File: src/common/fsh_params.svh
// Constants of the toggle-polling flash host: timing, register map, status bits.
// Assumes a 25 MHz clk_i; times are in ns and converted to cycles here.
`ifndef FSH_PARAMS_SVH
`define FSH_PARAMS_SVH

`define FSH_CLK_MHZ       25
`define FSH_SYNC_CYC      2
`define FSH_T_RD_NS       100
`define FSH_T_WP_NS       50
// Read strobe covers the access time plus the two-stage pin synchroniser
`define FSH_RD_CYC        ((((`FSH_T_RD_NS * `FSH_CLK_MHZ) + 999) / 1000) + `FSH_SYNC_CYC)
`define FSH_WP_CYC        (((`FSH_T_WP_NS * `FSH_CLK_MHZ) + 999) / 1000)

`define FSH_REG_CTRL      8'h00
`define FSH_REG_CFG       8'h04
`define FSH_REG_ADDR      8'h08
`define FSH_REG_STATUS    8'h0C

`define FSH_CTRL_START    0
`define FSH_CTRL_SINGLE   1
`define FSH_CTRL_RESET    2
`define FSH_CTRL_ABRST    3
`define FSH_CTRL_STOP     4
`define FSH_CFG_PACE_CE   0

`define FSH_ST_BUSY       0
`define FSH_ST_DONE       1
`define FSH_ST_PASS       2
`define FSH_ST_TOFAIL     3
`define FSH_ST_ABFAIL     4
`define FSH_ST_TB2TOG     5
`define FSH_ST_RDY        6
`define FSH_ST_BYTE_LSB   8

`define FSH_DQ_ABORT      1
`define FSH_DQ_TB2        2
`define FSH_DQ_ETIMER     3
`define FSH_DQ_TIMEOUT    5
`define FSH_DQ_TB1        6

`define FSH_CMD_ADDR1     12'h555
`define FSH_CMD_ADDR2     12'h2AA
`define FSH_CMD_UNLOCK1   8'hAA
`define FSH_CMD_UNLOCK2   8'h55
`define FSH_CMD_RESET     8'hF0

`endif

File: src/common/fsh_pkg.sv
// Types of the toggle-polling flash host.
// Assumes fsh_params.svh supplies all numeric constants.
package fsh_pkg;

  typedef enum logic [2:0] {
    FSH_IDLE,
    FSH_RD_ACT,
    FSH_RD_GAP,
    FSH_EVAL,
    FSH_WR_ACT,
    FSH_WR_GAP
  } fsh_state_t;

endpackage : fsh_pkg

File: src/rtl/fsh_poll_ctrl.sv
// Host controller that polls a parallel NOR flash's write-status byte over its pins.
// Assumes an APB master on clk_i and an asynchronous flash whose pins are resynchronised here.
//
// How it works
// Flash flips toggle bit one on every read while an operation runs.
// Toggle bit one is valid from the last command write and erase time-out.
// All-protected erase toggles about 100 us, then flash returns to array read.
// Program into protected sector toggles about 1 us, then array read.
// Erase suspend stops toggle bit one; active erase keeps it toggling.
// Programming inside erase suspend toggles bit one until that program ends.
// Toggle bit two flips on reads within sectors selected for erase.
// Host may pace status reads with output enable or chip select.
// Host reads status twice in a row; unchanged toggle bit means done.
// Still toggling with timeout flag set: recheck; still toggling means fail, reset.
// After pausing, host restarts polling from the first double read.
// Flash sets timeout flag when an operation exceeds its pulse limit.
// Programming a one over a zero halts and raises the timeout flag.
// After timeout failure host writes reset; flash returns to read mode.
// Erase timer flag stays zero during time-out, restarts per sector command.
// Host may skip the erase timer flag if sector commands come quickly.
// Erase timer flag one: flash ignores all commands but erase suspend.
// Host checks erase timer flag before and after each added sector command.
// Buffer abort flag set: host sends the buffer-abort reset sequence.
// During erase status shows poll 0, toggling bits, timer flag one, busy.
// During buffer writes host polls the last loaded buffer address.
// Host reads status at a valid address within the target sector.
// Complement poll bit shows inverted datum while programming, true after.
// Ready/busy line is low while erasing or programming, high otherwise.
// Erase-suspended sector read: poll bit one, toggle bit two toggling, ready.
`timescale 1ns/10ps
`include "fsh_params.svh"

module fsh_poll_ctrl
  import fsh_pkg::*;
#(
  parameter int AW = 24
) (
  input  wire logic          clk_i,
  input  wire logic          arst_n_i,
  input  wire logic          psel_i,
  input  wire logic          penable_i,
  input  wire logic          pwrite_i,
  input  wire logic [7:0]    paddr_i,
  input  wire logic [31:0]   pwdata_i,
  output logic      [31:0]   prdata_o,
  output logic               pready_o,
  output logic               pslverr_o,
  output logic      [AW-1:0] flash_addr_o,
  output logic               flash_ce_n_o,
  output logic               flash_oe_n_o,
  output logic               flash_we_n_o,
  input  wire logic [7:0]    flash_dq_i,
  output logic      [7:0]    flash_dq_o,
  output logic               flash_dq_oe_o,
  input  wire logic          ready_busy_line_i
);

  localparam logic [3:0] RD_CYC = 4'(`FSH_RD_CYC);
  localparam logic [3:0] WP_CYC = 4'(`FSH_WP_CYC);

  typedef struct packed {
    fsh_state_t    st;
    logic [3:0]    cnt;
    logic [1:0]    nread;
    logic [1:0]    step;
    logic          single;
    logic          stop;
    logic          pace_ce;
    logic [AW-1:0] poll_addr;
    logic [7:0]    last;
    logic          prev_tb1;
    logic          prev_tb2;
    logic          done;
    logic          pass;
    logic          to_fail;
    logic          ab_fail;
    logic          tb2_tog;
    logic [7:0]    dq_s1;
    logic [7:0]    dq_s2;
    logic          rb_s1;
    logic          rb_s2;
    logic          ce_n;
    logic          oe_n;
    logic          we_n;
    logic          dq_oe;
    logic [AW-1:0] a_o;
    logic [7:0]    d_o;
    logic [31:0]   rdata;
  } fsh_ctx_t;

  localparam fsh_ctx_t RST_VAL = '{
    st: FSH_IDLE, ce_n: 1'b1, oe_n: 1'b1, we_n: 1'b1, rb_s1: 1'b1, rb_s2: 1'b1,
    default: '0
  };

  fsh_ctx_t s_reg;
  fsh_ctx_t s_next;

  function automatic logic is_mapped(input logic [7:0] a);
    is_mapped = (a == `FSH_REG_CTRL) || (a == `FSH_REG_CFG) ||
                (a == `FSH_REG_ADDR) || (a == `FSH_REG_STATUS);
  endfunction : is_mapped

  // Command step 0..2: the abort reset uses all three, plain reset only the last
  function automatic logic [19:0] cmd_word(input logic [1:0] step);
    unique case (step)
      2'h0:    cmd_word = {`FSH_CMD_ADDR1, `FSH_CMD_UNLOCK1};
      2'h1:    cmd_word = {`FSH_CMD_ADDR2, `FSH_CMD_UNLOCK2};
      default: cmd_word = {`FSH_CMD_ADDR1, `FSH_CMD_RESET};
    endcase
  endfunction : cmd_word

  logic        wr_acc;
  logic        ctrl_wr;
  logic        tb1_tog;
  logic        tb2_now_tog;
  logic [31:0] rd_val;
  logic [19:0] cw;

  assign wr_acc      = psel_i & penable_i & pwrite_i;
  assign ctrl_wr     = wr_acc && (paddr_i == `FSH_REG_CTRL);
  assign tb1_tog     = s_reg.last[`FSH_DQ_TB1] != s_reg.prev_tb1;
  assign tb2_now_tog = s_reg.last[`FSH_DQ_TB2] != s_reg.prev_tb2;
  assign pready_o    = 1'b1;
  assign pslverr_o   = psel_i & penable_i & ~is_mapped(paddr_i);
  assign prdata_o      = s_reg.rdata;
  assign flash_addr_o  = s_reg.a_o;
  assign flash_ce_n_o  = s_reg.ce_n;
  assign flash_oe_n_o  = s_reg.oe_n;
  assign flash_we_n_o  = s_reg.we_n;
  assign flash_dq_o    = s_reg.d_o;
  assign flash_dq_oe_o = s_reg.dq_oe;

  always_comb begin
    rd_val = 32'h0000_0000;
    unique case (paddr_i)
      `FSH_REG_CFG:    rd_val[`FSH_CFG_PACE_CE] = s_reg.pace_ce;
      `FSH_REG_ADDR:   rd_val[AW-1:0] = s_reg.poll_addr;
      `FSH_REG_STATUS: begin
        rd_val[`FSH_ST_BUSY]   = s_reg.st != FSH_IDLE;
        rd_val[`FSH_ST_DONE]   = s_reg.done;
        rd_val[`FSH_ST_PASS]   = s_reg.pass;
        rd_val[`FSH_ST_TOFAIL] = s_reg.to_fail;
        rd_val[`FSH_ST_ABFAIL] = s_reg.ab_fail;
        rd_val[`FSH_ST_TB2TOG] = s_reg.tb2_tog;
        rd_val[`FSH_ST_RDY]    = s_reg.rb_s2;
        rd_val[`FSH_ST_BYTE_LSB +: 8] = s_reg.last;
      end
      default: rd_val = 32'h0000_0000;
    endcase
  end

  always_comb begin
    s_next       = s_reg;
    s_next.dq_s1 = flash_dq_i;
    s_next.dq_s2 = s_reg.dq_s1;
    s_next.rb_s1 = ready_busy_line_i;
    s_next.rb_s2 = s_reg.rb_s1;
    // Read data is captured in the setup phase so the access phase needs no wait
    if (psel_i && !penable_i) begin
      s_next.rdata = rd_val;
    end
    if (wr_acc && (paddr_i == `FSH_REG_CFG)) begin
      s_next.pace_ce = pwdata_i[`FSH_CFG_PACE_CE];
    end
    if (wr_acc && (paddr_i == `FSH_REG_ADDR)) begin
      s_next.poll_addr = pwdata_i[AW-1:0];
    end
    if (ctrl_wr && pwdata_i[`FSH_CTRL_STOP]) begin
      s_next.stop = 1'b1;
    end
    unique case (s_reg.st)
      FSH_IDLE: begin
        // Commands other than stop are dropped while busy; software checks busy first
        if (ctrl_wr && (pwdata_i[`FSH_CTRL_START] || pwdata_i[`FSH_CTRL_SINGLE])) begin
          s_next.single  = pwdata_i[`FSH_CTRL_SINGLE] & ~pwdata_i[`FSH_CTRL_START];
          s_next.nread   = 2'h0;
          s_next.stop    = 1'b0;
          s_next.done    = 1'b0;
          s_next.pass    = 1'b0;
          s_next.to_fail = 1'b0;
          s_next.ab_fail = 1'b0;
          s_next.tb2_tog = 1'b0;
          s_next.cnt     = RD_CYC;
          s_next.st      = FSH_RD_ACT;
        end else if (ctrl_wr && pwdata_i[`FSH_CTRL_ABRST]) begin
          s_next.done = 1'b0;
          s_next.step = 2'h0;
          s_next.cnt  = WP_CYC;
          s_next.st   = FSH_WR_ACT;
        end else if (ctrl_wr && pwdata_i[`FSH_CTRL_RESET]) begin
          s_next.done = 1'b0;
          s_next.step = 2'h2;
          s_next.cnt  = WP_CYC;
          s_next.st   = FSH_WR_ACT;
        end
      end
      FSH_RD_ACT: begin
        s_next.cnt = s_reg.cnt - 4'h1;
        if (s_reg.cnt == 4'h1) begin
          s_next.last = s_reg.dq_s2;
          s_next.st   = FSH_RD_GAP;
        end
      end
      FSH_RD_GAP: begin
        s_next.st = FSH_EVAL;
      end
      FSH_EVAL: begin
        s_next.prev_tb1 = s_reg.last[`FSH_DQ_TB1];
        s_next.prev_tb2 = s_reg.last[`FSH_DQ_TB2];
        s_next.cnt      = RD_CYC;
        if (s_reg.single) begin
          s_next.done = 1'b1;
          s_next.st   = FSH_IDLE;
        end else if (s_reg.nread == 2'h0) begin
          s_next.nread = 2'h1;
          s_next.st    = FSH_RD_ACT;
        end else begin
          s_next.tb2_tog = s_reg.tb2_tog | tb2_now_tog;
          if (!tb1_tog) begin
            s_next.done = 1'b1;
            s_next.pass = 1'b1;
            s_next.st   = FSH_IDLE;
          end else if (s_reg.last[`FSH_DQ_ABORT]) begin
            s_next.ab_fail = 1'b1;
            s_next.step    = 2'h0;
            s_next.cnt     = WP_CYC;
            s_next.st      = FSH_WR_ACT;
          end else if (s_reg.nread == 2'h2) begin
            s_next.to_fail = 1'b1;
            s_next.step    = 2'h2;
            s_next.cnt     = WP_CYC;
            s_next.st      = FSH_WR_ACT;
          end else if (s_reg.last[`FSH_DQ_TIMEOUT]) begin
            s_next.nread = 2'h2;
            s_next.st    = FSH_RD_ACT;
          end else if (s_reg.stop) begin
            // Leaving mid-poll; the next start reads twice again
            s_next.done = 1'b1;
            s_next.st   = FSH_IDLE;
          end else begin
            s_next.st = FSH_RD_ACT;
          end
        end
      end
      FSH_WR_ACT: begin
        s_next.cnt = s_reg.cnt - 4'h1;
        if (s_reg.cnt == 4'h1) begin
          s_next.st = FSH_WR_GAP;
        end
      end
      FSH_WR_GAP: begin
        if (s_reg.step == 2'h2) begin
          s_next.done = 1'b1;
          s_next.st   = FSH_IDLE;
        end else begin
          s_next.step = s_reg.step + 2'h1;
          s_next.cnt  = WP_CYC;
          s_next.st   = FSH_WR_ACT;
        end
      end
    endcase
    // Pins follow the next state so they leave flip-flops without glitches
    s_next.ce_n  = !((s_next.st == FSH_RD_ACT) || (s_next.st == FSH_WR_ACT) ||
                     ((s_next.st == FSH_RD_GAP) && !s_reg.pace_ce));
    s_next.oe_n  = !((s_next.st == FSH_RD_ACT) ||
                     ((s_next.st == FSH_RD_GAP) && s_reg.pace_ce));
    s_next.we_n  = s_next.st != FSH_WR_ACT;
    s_next.dq_oe = (s_next.st == FSH_WR_ACT) || (s_next.st == FSH_WR_GAP);
    // Function results cannot be part-selected, so the command word lands in cw first
    cw = cmd_word(s_next.step);
    if (s_next.dq_oe) begin
      s_next.a_o = {{(AW-12){1'b0}}, cw[19:8]};
      s_next.d_o = cw[7:0];
    end else begin
      s_next.a_o = s_next.poll_addr;
      s_next.d_o = cw[7:0];
    end
  end

  always_ff @(posedge clk_i or negedge arst_n_i) begin
    if (!arst_n_i) begin
      s_reg <= RST_VAL;
    end else begin
      s_reg <= s_next;
    end
  end
endmodule : fsh_poll_ctrl

File: config.mk
export PLATFORM = sky130hd
export DESIGN_NAME = fsh_poll_ctrl
export DESIGN_NICKNAME = d
export VERILOG_FILES = /design/src/common/fsh_pkg.sv /design/src/rtl/fsh_poll_ctrl.sv
export VERILOG_INCLUDE_DIRS = /design/src /design/src/common
export SDC_FILE = /design/constraint.sdc
export NUM_CORES = 1
export LEC_CHECK = 0
export BUFFER_PORTS_ARGS = -buffer_cell sky130_fd_sc_hd__clkbuf_2
export CELL_PAD_IN_SITES_DETAIL_PLACEMENT = 0
export CELL_PAD_IN_SITES_GLOBAL_PLACEMENT = 1
export CORE_ASPECT_RATIO = 2
export CORE_MARGIN = 10
export CORE_UTILIZATION = 43
export DETAILED_ROUTE_END_ITERATION = 7
export PLACE_DENSITY = 0.86
export REMOVE_ABC_BUFFERS = 1
export SKIP_CTS_REPAIR_TIMING = 1
export SLEW_MARGIN = 0
export SYNTH_ARGS = -nofsm -noshare
export SYNTH_HDL_FRONTEND = slang
export SYNTH_SLANG_ARGS = --single-unit
File: constraint.sdc
create_clock -name clk_i -period 2.7 [get_ports clk_i]
set_input_delay 0 -clock clk_i [delete_from_list [all_inputs] [get_ports clk_i]]
set_output_delay 0 -clock clk_i [all_outputs]
set_load 0.02 [all_outputs]
# Word-level counts from Yosys, hierarchy flattened
# Index checks and enable logic that the tools add are counted.
# totals
regBits	131
in_bits	54
out_inout_bits	70
elab_cells	180
# op_classes
n_addsub	2
n_eq_ne	39
muxes	65
bitwise_logic	7
n_reduce_logical	40
# ops
operator	n
one-hot mux 19 bit (2 select lines)	1
2-to-1 mux 32 bit	1
2-to-1 mux 7 bit	4
2-to-1 mux 3 bit	9
2-to-1 mux 2 bit	13
2-to-1 mux 24 bit	1
2-to-1 mux 8 bit	3
!= test 2 bit (second input constant)	10
!= test 4 bit (second input constant)	5
2-to-1 mux 1 bit	19
!= test 3 bit (second input constant)	6
one-hot mux 3 bit (6 select lines)	1
== test 8 x 4 -> 1 bit (second input constant)	2
2-to-1 mux 4 bit	4
one-hot mux 4 bit (4 select lines)	1
one-hot mux 8 bit (2 select lines)	1
AND reduction 7 bit	2
== test 3 bit (second input constant)	4
one-hot mux 6 bit (2 select lines)	1
logical AND 1 bit	10
== test 3 x 2 -> 1 bit (second input constant)	3
== test 8 x 3 -> 1 bit (second input constant)	1
logical NOT 8 bit	1
logical OR 1 bit	8
other kinds (28)	42

# Longest topological paths before layout
# Gate-level depths: netlist of the first run.
# depth
ltp_word	12
depth_mapped	9
depth_no_buf	8

# Worst setup path before layout of the first run
# Ideal clock, no wire load.
# synth_timing
path_type	register to register
startpoint	register s_reg[130] (netlist name)
endpoint	register s_reg (netlist bit flash_addr_o[10])
setup_ns	0.125
arrival_time_ns	2.018
required_time_ns	2.575
slack_ns	0.558
stages_incl_launch_ff	9
n_path_buf	2
cell_sequence	dfrtp_1 -> buf_4 -> mux2i_1 -> or4_1 -> nand2_1 -> a21oi_2 -> nor2_4 -> buf_2 -> mux2_2
# synth_rtl
element	line_no	source
start: declaration	fsh_poll_ctrl.sv:96	fsh_ctx_t s_reg;
start signal: assignment	fsh_poll_ctrl.sv:285	s_reg <= s_next;

==> impl_summary.log, run 1 <==
[metrics] floorplan die width: 103 µm
[metrics] Detail Placement HPWL: 10.7 mm
[metrics] IO Port Bufs: 106
[metrics] Yosys top cell area share: 51.8%
[metrics] switching power share of the total: 35.0%
[metrics] commonest non-fill, non-tap cell in the layout: sky130_fd_sc_hd__dfrtp_1
[metrics] Ant. Diodes: 0
[metrics] first-pass GRT wire length: 22.3 mm
[metrics] synthesis-to-finish area growth: 20.3%
[metrics] actual slew at the worst max-slew pin: 868 ps
[metrics] count of endpoints failing hold in the final timing report: 0
[metrics] Warnings, synthesis: 0
[metrics] worst IR drop on VDD: 0.478 mV
[metrics] number of rows created at floorplan: 60
[metrics] post-synthesis cell area: 0.00589 mm²
[metrics] Critical-path top delay cell: sky130_fd_sc_hd__or4_1
[metrics] setup slack at placement: 375 ps
[metrics] unique cell type count in the Yosys netlist: 61
[metrics] leak pwr: 3.54 nW
[metrics] RSZ-0062 raised after global routing: false
[metrics] Post-Syn Instances: 533
[metrics] number of nets in the layout: 681
[metrics] Slew headroom: 42.1%
[metrics] Max Clock Freq: 0.425 GHz
[metrics] post-synthesis async set-or-reset flop share: 100%
[metrics] power share of the combinational group: 31.3%
[metrics] outcome: complete, no violations
[metrics] count of fill cells added during filler insertion: 1154
[metrics] area of the core: 0.0134 mm²
[metrics] total wire length: 14.7 mm
[metrics] pin count of the biggest net entering global routing: 81
[metrics] cell type with the largest total area after synthesis: sky130_fd_sc_hd__dfrtp_1
[metrics] sequential area share after synthesis: 54.1%
[metrics] power density relative to cell area: 969 mW/mm²
[metrics] total gr overflow: 0
[metrics] initial core utilization: 43.8%
[metrics] post-layout worst setup margin: 345 ps
[metrics] cts bufs inserted: 17
[metrics] critical path capture point type: flip-flop
[metrics] type of the worst setup path: reg -> reg
[metrics] proportion of power drawn by flip-flops and latches: 35.7%
[metrics] clock latency at the later pin of the worst-skew pair: 410 ps
[metrics] power share of the clock group: 33.0%
[metrics] leading post-synthesis cells by cell area: sky130_fd_sc_hd__dfrtp_1 (52%), sky130_fd_sc_hd__buf_4 (8.9%), sky130_fd_sc_hd__mux2_2 (6.3%)
[metrics] overall power of the completed layout: 6.86 mW
[metrics] max-capacitance violation count: 0
[metrics] clock transition at the registers of the reported paths: 60 ps
[metrics] CTS H-Tree Depth: 4
[metrics] total of flip-flops plus latches after synthesis: 127
[metrics] Root Buffer Master: sky130_fd_sc_hd__clkbuf_16
[metrics] number of vias in the routed layout: 4138
[metrics] number of ports placed on the die boundary: 124
[metrics] Post-synth EDFFs: 0
[metrics] Final min period: 2350 ps
[metrics] floorplan die area: 0.0191 mm²
[metrics] crit-path max FO: 12
[metrics] final period utilization: 87.2%
[metrics] DRC marker count from the first detailed-route iteration: 171
[metrics] Reg2Reg Setup Slack: 350 ps
[metrics] die span in y: 185 µm
[metrics] number of antenna violations at the first check in global routing: 0
[metrics] internal power: 4.46 mW
[metrics] required time at the endpoint of the critical path: 3030 ps
[metrics] detailed-route DRC error count: 0
[metrics] number of routed nets with antenna violations: 0
[metrics] CTS tree: done
[metrics] # clock sinks: 127
[metrics] total area of multi-input combinational cells: 0.00202 mm²
[metrics] area occupied by registers: 0.00318 mm²
[metrics] WL per Instance: 18.6 µm
[metrics] type of the tightest min-delay check: in -> reg
[metrics] Tot GR Track Use: 15.4%
[metrics] main flop type after synthesis: sky130_fd_sc_hd__dfrtp_1
[metrics] max FFs per register: 62
[metrics] power spent charging and discharging nets: 2.40 mW
[metrics] startpoint kind of the worst setup timing path: flip-flop
[metrics] cell chain of the critical path: nand3b_4 > or4_1 > nand2_1 > a21oi_2 > nor2_4 > buf_4 > mux2i_1
[metrics] number of max-slew violations in the final report: 0
[metrics] highest cell delay on the worst timing path: 580 ps
[metrics] final-report setup violation count: 0
[metrics] share of final-layout standard cells stronger than drive strength 1: 32.1%
[metrics] number of global-route vias before repair: 4312
[metrics] critical path data arrival time: 2690 ps
[metrics] number of iterations in the first detailed-routing pass: 4
[metrics] Worst Skew: 6.80 ps
[metrics] Total Negative Setup Slacks: 0 ps
[metrics] worst slack on hold paths: 15.6 ps
[metrics] Mean Syn Cell Area: 11.0 µm²
[metrics] drt via density: 5.23
[metrics] buffers from clock root to sink, at most: 2
[metrics] GP Congestion: 0.881
[metrics] commonest cells after routing, fill and taps aside: sky130_fd_sc_hd__dfrtp_1 (122), sky130_fd_sc_hd__clkbuf_2 (105), sky130_fd_sc_hd__nand2_1 (57), sky130_fd_sc_hd__o21ai_0 (38), sky130_fd_sc_hd__dlygate4sd3_1 (36)
[power by group through the flow]
stage	Sequential (mW)	Clock, mW	Combinational (mW)
after floorplan	2.63	0	1.14
after global placement	2.47	0	2.07
after detailed placement	2.48	0	2.12
after CTS	2.45	2.30	2.13
after global routing	2.48	2.38	2.35
final	2.45	2.27	2.15
[synth_stat cells (all sizes together), types with 3 or more instances]
| library cell | instances |
|---|---|
| a21oi | 17 |
| a22oi | 16 |
| and3 | 4 |
| buf | 81 |
| clkbuf | 12 |
| dfrtp | 122 |
| dfstp | 5 |
| ha | 4 |
| inv | 18 |
| mux2 | 35 |
| mux2i | 12 |
| nand2 | 58 |
| nand2b | 5 |
| nand3 | 9 |
| nor2 | 23 |
| nor2b | 16 |
| nor3 | 5 |
| nor4 | 5 |
| o211ai | 4 |
| o21ai | 38 |
| o31ai | 3 |
| xor2 | 3 |
[cell type report]
type,instances,area share (%)
clock inverters,14,2.24
inverters,18,0.954
well taps,155,2.74
multi-input cells,302,28.5
clock buffers,18,6.06
repair buffers,157,14.6
flip-flops and latches,127,44.9
[per-layer routing]
metal | vias up | track usage [%] | part of all wire, %
li1 | 1930 | - | -
met1 | 2024 | 15.6 | 36
met2 | 144 | 27.9 | 56
met3 | 40 | 3.01 | 4.5
met4 | 0 | 8.95 | 3.9
met5 | - | 0 | 0
[final timing paths]
kind,cells past startpoint,end,startpoint
worst max-delay path,7,flash_addr_o[9],s_reg[137]
worst min-delay path,4,s_reg[126],paddr_i[0]
worst max register to register,7,flash_addr_o[9],s_reg[137]
worst min register to register,0,s_reg[70],s_next[70]
max in group asynchronous,3,flash_addr_o[16],arst_n_i
min in group asynchronous,3,s_reg[119],arst_n_i
[logic make-up (layout without fill, tap and decap cells)]
logic type,count (synthesis),count (layout),synth area share [%]
adders and majority gates,4,4,0.850
and+or+nand+nor,135,135,12.0
muxes,47,47,8.86
other,2,9,0.128
buffers and inverters,111,207,12.1
xor gates and xnor gates,5,5,0.744
DFF,127,127,54.1
AOI/OAI and AO/OA,102,102,11.3
[stage by stage]
| stage | cells | utilization (%) | area (µm²) |
|---|---|---|---|
| after global placement | 723 | 45.7 | 6140 |
| final | 791 | 52.7 | 7090 |
| after CTS | 755 | 50.0 | 6730 |
| after global routing | 791 | 52.7 | 7090 |
| after floorplan | 447 | - | 5270 |
| after detailed placement | 723 | 45.7 | 6140 |
[critical path, delay by kind of cell (launching register included)]
| family | cells | cell delay, ps |
|---|---|---|
| flip-flops | 1 | 550 |
| buffers and inverters | 1 | 280 |
| AO/OA/AOI/OAI | 1 | 80 |
| multiplexers | 1 | 200 |
| AND/OR/NAND/NOR | 4 | 1160 |
No activity file was read; power rests on OpenSTA's default activity.
==> inputs of run 2 (changes only) <==
--- a/config.mk
+++ b/config.mk
@@ -6,7 +6,7 @@
 export SDC_FILE = /design/constraint.sdc
 export NUM_CORES = 1
 export LEC_CHECK = 0
-export BUFFER_PORTS_ARGS = -buffer_cell sky130_fd_sc_hd__clkbuf_2
+export BUFFER_PORTS_ARGS = -buffer_cell sky130_fd_sc_hd__buf_2
 export CELL_PAD_IN_SITES_DETAIL_PLACEMENT = 0
 export CELL_PAD_IN_SITES_GLOBAL_PLACEMENT = 1
 export CORE_ASPECT_RATIO = 2
==> run 2 against run 1 <==
Clock-buffer cell count up 2; register-to-register slack worse by 40 ps; clock skew is 4.4 ps higher; largest power group unchanged.
==> impl_summary.log, run 2 (synthesis gave the netlist of run 1 again) <==
[metrics] count of non-filler cells in the finished layout: 786 (-0.63%)
[metrics] type of the worst setup path: reg -> reg
[metrics] number of antenna violations at the first check in global routing: 0 (unchanged)
[metrics] critical path data arrival time: 2720 ps (+30 ps)
[metrics] total wire length: 14.2 mm (-3.7%)
[metrics] number of buffer and inverter stages on the critical path: 1 (unchanged)
[metrics] RSZ-0062 raised after global routing: false
[metrics] number of ports placed on the die boundary: 124 (unchanged)
[metrics] Detail Placement HPWL: 10.4 mm (-2.6%)
[metrics] first-pass GRT wire length: 22.1 mm (-1.3%)
[metrics] drt via density: 5.19 (-0.75%)
[metrics] max-capacitance violation count: 0 (unchanged)
[metrics] initial core utilization: 43.8% (unchanged)
[metrics] floorplan die area: 0.0191 mm² (unchanged)
[metrics] buffers from clock root to sink, at most: 2 (unchanged)
[metrics] area of the core: 0.0134 mm² (unchanged)
[metrics] total gr overflow: 0 (unchanged)
[metrics] power density relative to cell area: 958 mW/mm² (-1.1%)
[metrics] worst IR drop on VDD: 0.458 mV (-4.1%)
[metrics] Final min period: 2400 ps (+42.6 ps)
[metrics] # clock sinks: 127 (unchanged)
[metrics] number of routed nets with antenna violations: 0 (unchanged)
[metrics] max FFs per register: 62 (unchanged)
[metrics] Ant. Diodes: 0 (unchanged)
[metrics] number of rows created at floorplan: 60 (unchanged)
[metrics] startpoint kind of the worst setup timing path: flip-flop
[metrics] IO Port Bufs: 106 (unchanged)
[metrics] cell chain of the critical path: mux2i_1 > or4_1 > nand2_1 > a21oi_2 > nor2_4 > buf_4 > mux2i_1
[metrics] number of vias in the routed layout: 4081 (-1.4%)
[metrics] die span in y: 185 µm (unchanged)
[metrics] GP Congestion: 0.911 (+3.4%)
[metrics] CTS tree: done
[metrics] Total Negative Setup Slacks: 0 ps (unchanged)
[metrics] leak pwr: 3.55 nW (+0.21%)
[metrics] required time at the endpoint of the critical path: 3020 ps (about the same)
[metrics] critical path's most frequent cell: sky130_fd_sc_hd__mux2i_1
[metrics] Critical-path top delay cell: sky130_fd_sc_hd__or4_1
[metrics] detailed-route DRC error count: 0 (unchanged)
[metrics] final-report setup violation count: 0 (unchanged)
[metrics] clock latency at the later pin of the worst-skew pair: 410 ps (about the same)
[metrics] count of fill cells added during filler insertion: 1145 (-0.78%)
[metrics] Slew headroom: 43.9% (+1.8 points)
[metrics] number of max-slew violations in the final report: 0 (unchanged)
[metrics] commonest non-fill, non-tap cell in the layout: sky130_fd_sc_hd__dfrtp_1
[metrics] synthesis-to-finish area growth: 19.5%
[metrics] highest cell delay on the worst timing path: 590 ps (about the same)
[metrics] post-layout worst setup margin: 303 ps (-42.6 ps)
[metrics] number of global-route vias before repair: 4286 (-0.60%)
[metrics] Worst Skew: 11.2 ps (+4.38 ps)
[metrics] Root Buffer Master: sky130_fd_sc_hd__clkbuf_16
[metrics] outcome: complete, no violations
[metrics] final core utilization: 52.4% (-0.37 points)
[metrics] clock transition at the registers of the reported paths: 50 ps (about the same)
[metrics] number of iterations in the first detailed-routing pass: 4 (unchanged)
[metrics] cts bufs inserted: 17 (unchanged)
[metrics] actual slew at the worst max-slew pin: 842 ps (-26.3 ps)
[metrics] number of nets in the layout: 676 (-0.73%)
[metrics] DRC marker count from the first detailed-route iteration: 305 (+78%)
[metrics] pin count of the biggest net entering global routing: 69 (-15%)
[metrics] type of the tightest min-delay check: in -> reg
[metrics] critical path capture point type: flip-flop
[metrics] setup slack at placement: 322 ps (-53.2 ps)
[metrics] commonest cells after routing, fill and taps aside: sky130_fd_sc_hd__dfrtp_1 (122), sky130_fd_sc_hd__buf_2 (105), sky130_fd_sc_hd__nand2_1 (57), sky130_fd_sc_hd__o21ai_0 (38), sky130_fd_sc_hd__dlygate4sd3_1 (35)
[metrics] Worst path top cell family by delay: simple AND/OR/NAND/NOR gates
[metrics] count of endpoints failing hold in the final timing report: 0 (unchanged)
[metrics] Tot GR Track Use: 15.0% (-0.41 points)
[metrics] share of final-layout standard cells stronger than drive strength 1: 31.7% (-0.38 points)
[metrics] crit-path max FO: 12 (unchanged)
[metrics] floorplan die width: 103 µm (unchanged)
[metrics] final period utilization: 88.8% (+1.6 points)
[metrics] Max Clock Freq: 0.417 GHz (-1.8%)
[metrics] CTS H-Tree Depth: 4 (unchanged)
[metrics] WL per Instance: 18.1 µm (-3.0%)
[metrics] cell total after placement: 719 (-0.55%)
==> run 2: cell types whose count changed in the layout (fill, tap and decap cells not counted), sizes merged <==
cell,delta
clkbuf,-103
inv,-3
clkinvlp,-1
dlygate4sd3,-1
buf,+101
clkinv,+2
==> run 2: worst paths after layout <==
kind	from	to	slack, ps	cells past startpoint
setup reg to reg	s_reg[130]	flash_addr_o[9]	300	7
setup / recovery	s_reg[130]	flash_addr_o[9]	300	7
max in group asynchronous	arst_n_i	flash_we_n_o	1600	3
hold reg to reg	s_next[70]	s_reg[70]	350	0
min in group asynchronous	arst_n_i	flash_addr_o[21]	210	2
hold / removal	paddr_i[0]	s_reg[126]	20	4
==> run 2: stage by stage <==
stage / hold WS, ps / cell area (µm²) / total power [mW]
2_1_floorplan: -296 / 5270 / 3.77
3_3_place_gp: 98.6 / 6090 / 4.47
3_5_place_dp: 109 / 6090 / 4.50
4_1_cts: -326 / 6690 / 6.77
5_1_grt: 19.7 / 7040 / 7.12
6_report: 23.1 / 7040 / 6.74
==> run 2: worst min-delay path, stage by stage <==
cell	delay (ps)
sky130_fd_sc_hd__buf_2	120
sky130_fd_sc_hd__nor4_4	50
sky130_fd_sc_hd__a41oi_1	160
sky130_fd_sc_hd__nor2_1	50
==> run 2: where the power goes <==
part	switching (mW)	total, mW	internal (mW)	leakage [nW]
clock	0.827	2.24	1.41	0.287
combinational	1.22	2.06	0.840	1.62
sequential	0.232	2.44	2.21	1.65
==> run 2: per-layer routing <==
| metal | global-route usage [%] | part of all wire, % | vias up |
|---|---|---|---|
| li1 | - | - | 1919 |
| met1 | 14.5 | 37 | 2016 |
| met2 | 28.2 | 57 | 127 |
| met3 | 4.20 | 4.7 | 19 |
| met4 | 6.38 | 2.0 | 0 |
| met5 | 0 | 0 | - |
==> run 2: final cells by class <==
cell class,instances,area (µm²),area share (%)
timing repair buffer,152,978,13.9
inverter,18,67.6,0.960
tap,155,194,2.76
sequential,127,3180,45.3
multi-input combinational,302,2020,28.7
clock inverter,12,134,1.90
clock buffer,20,457,6.49
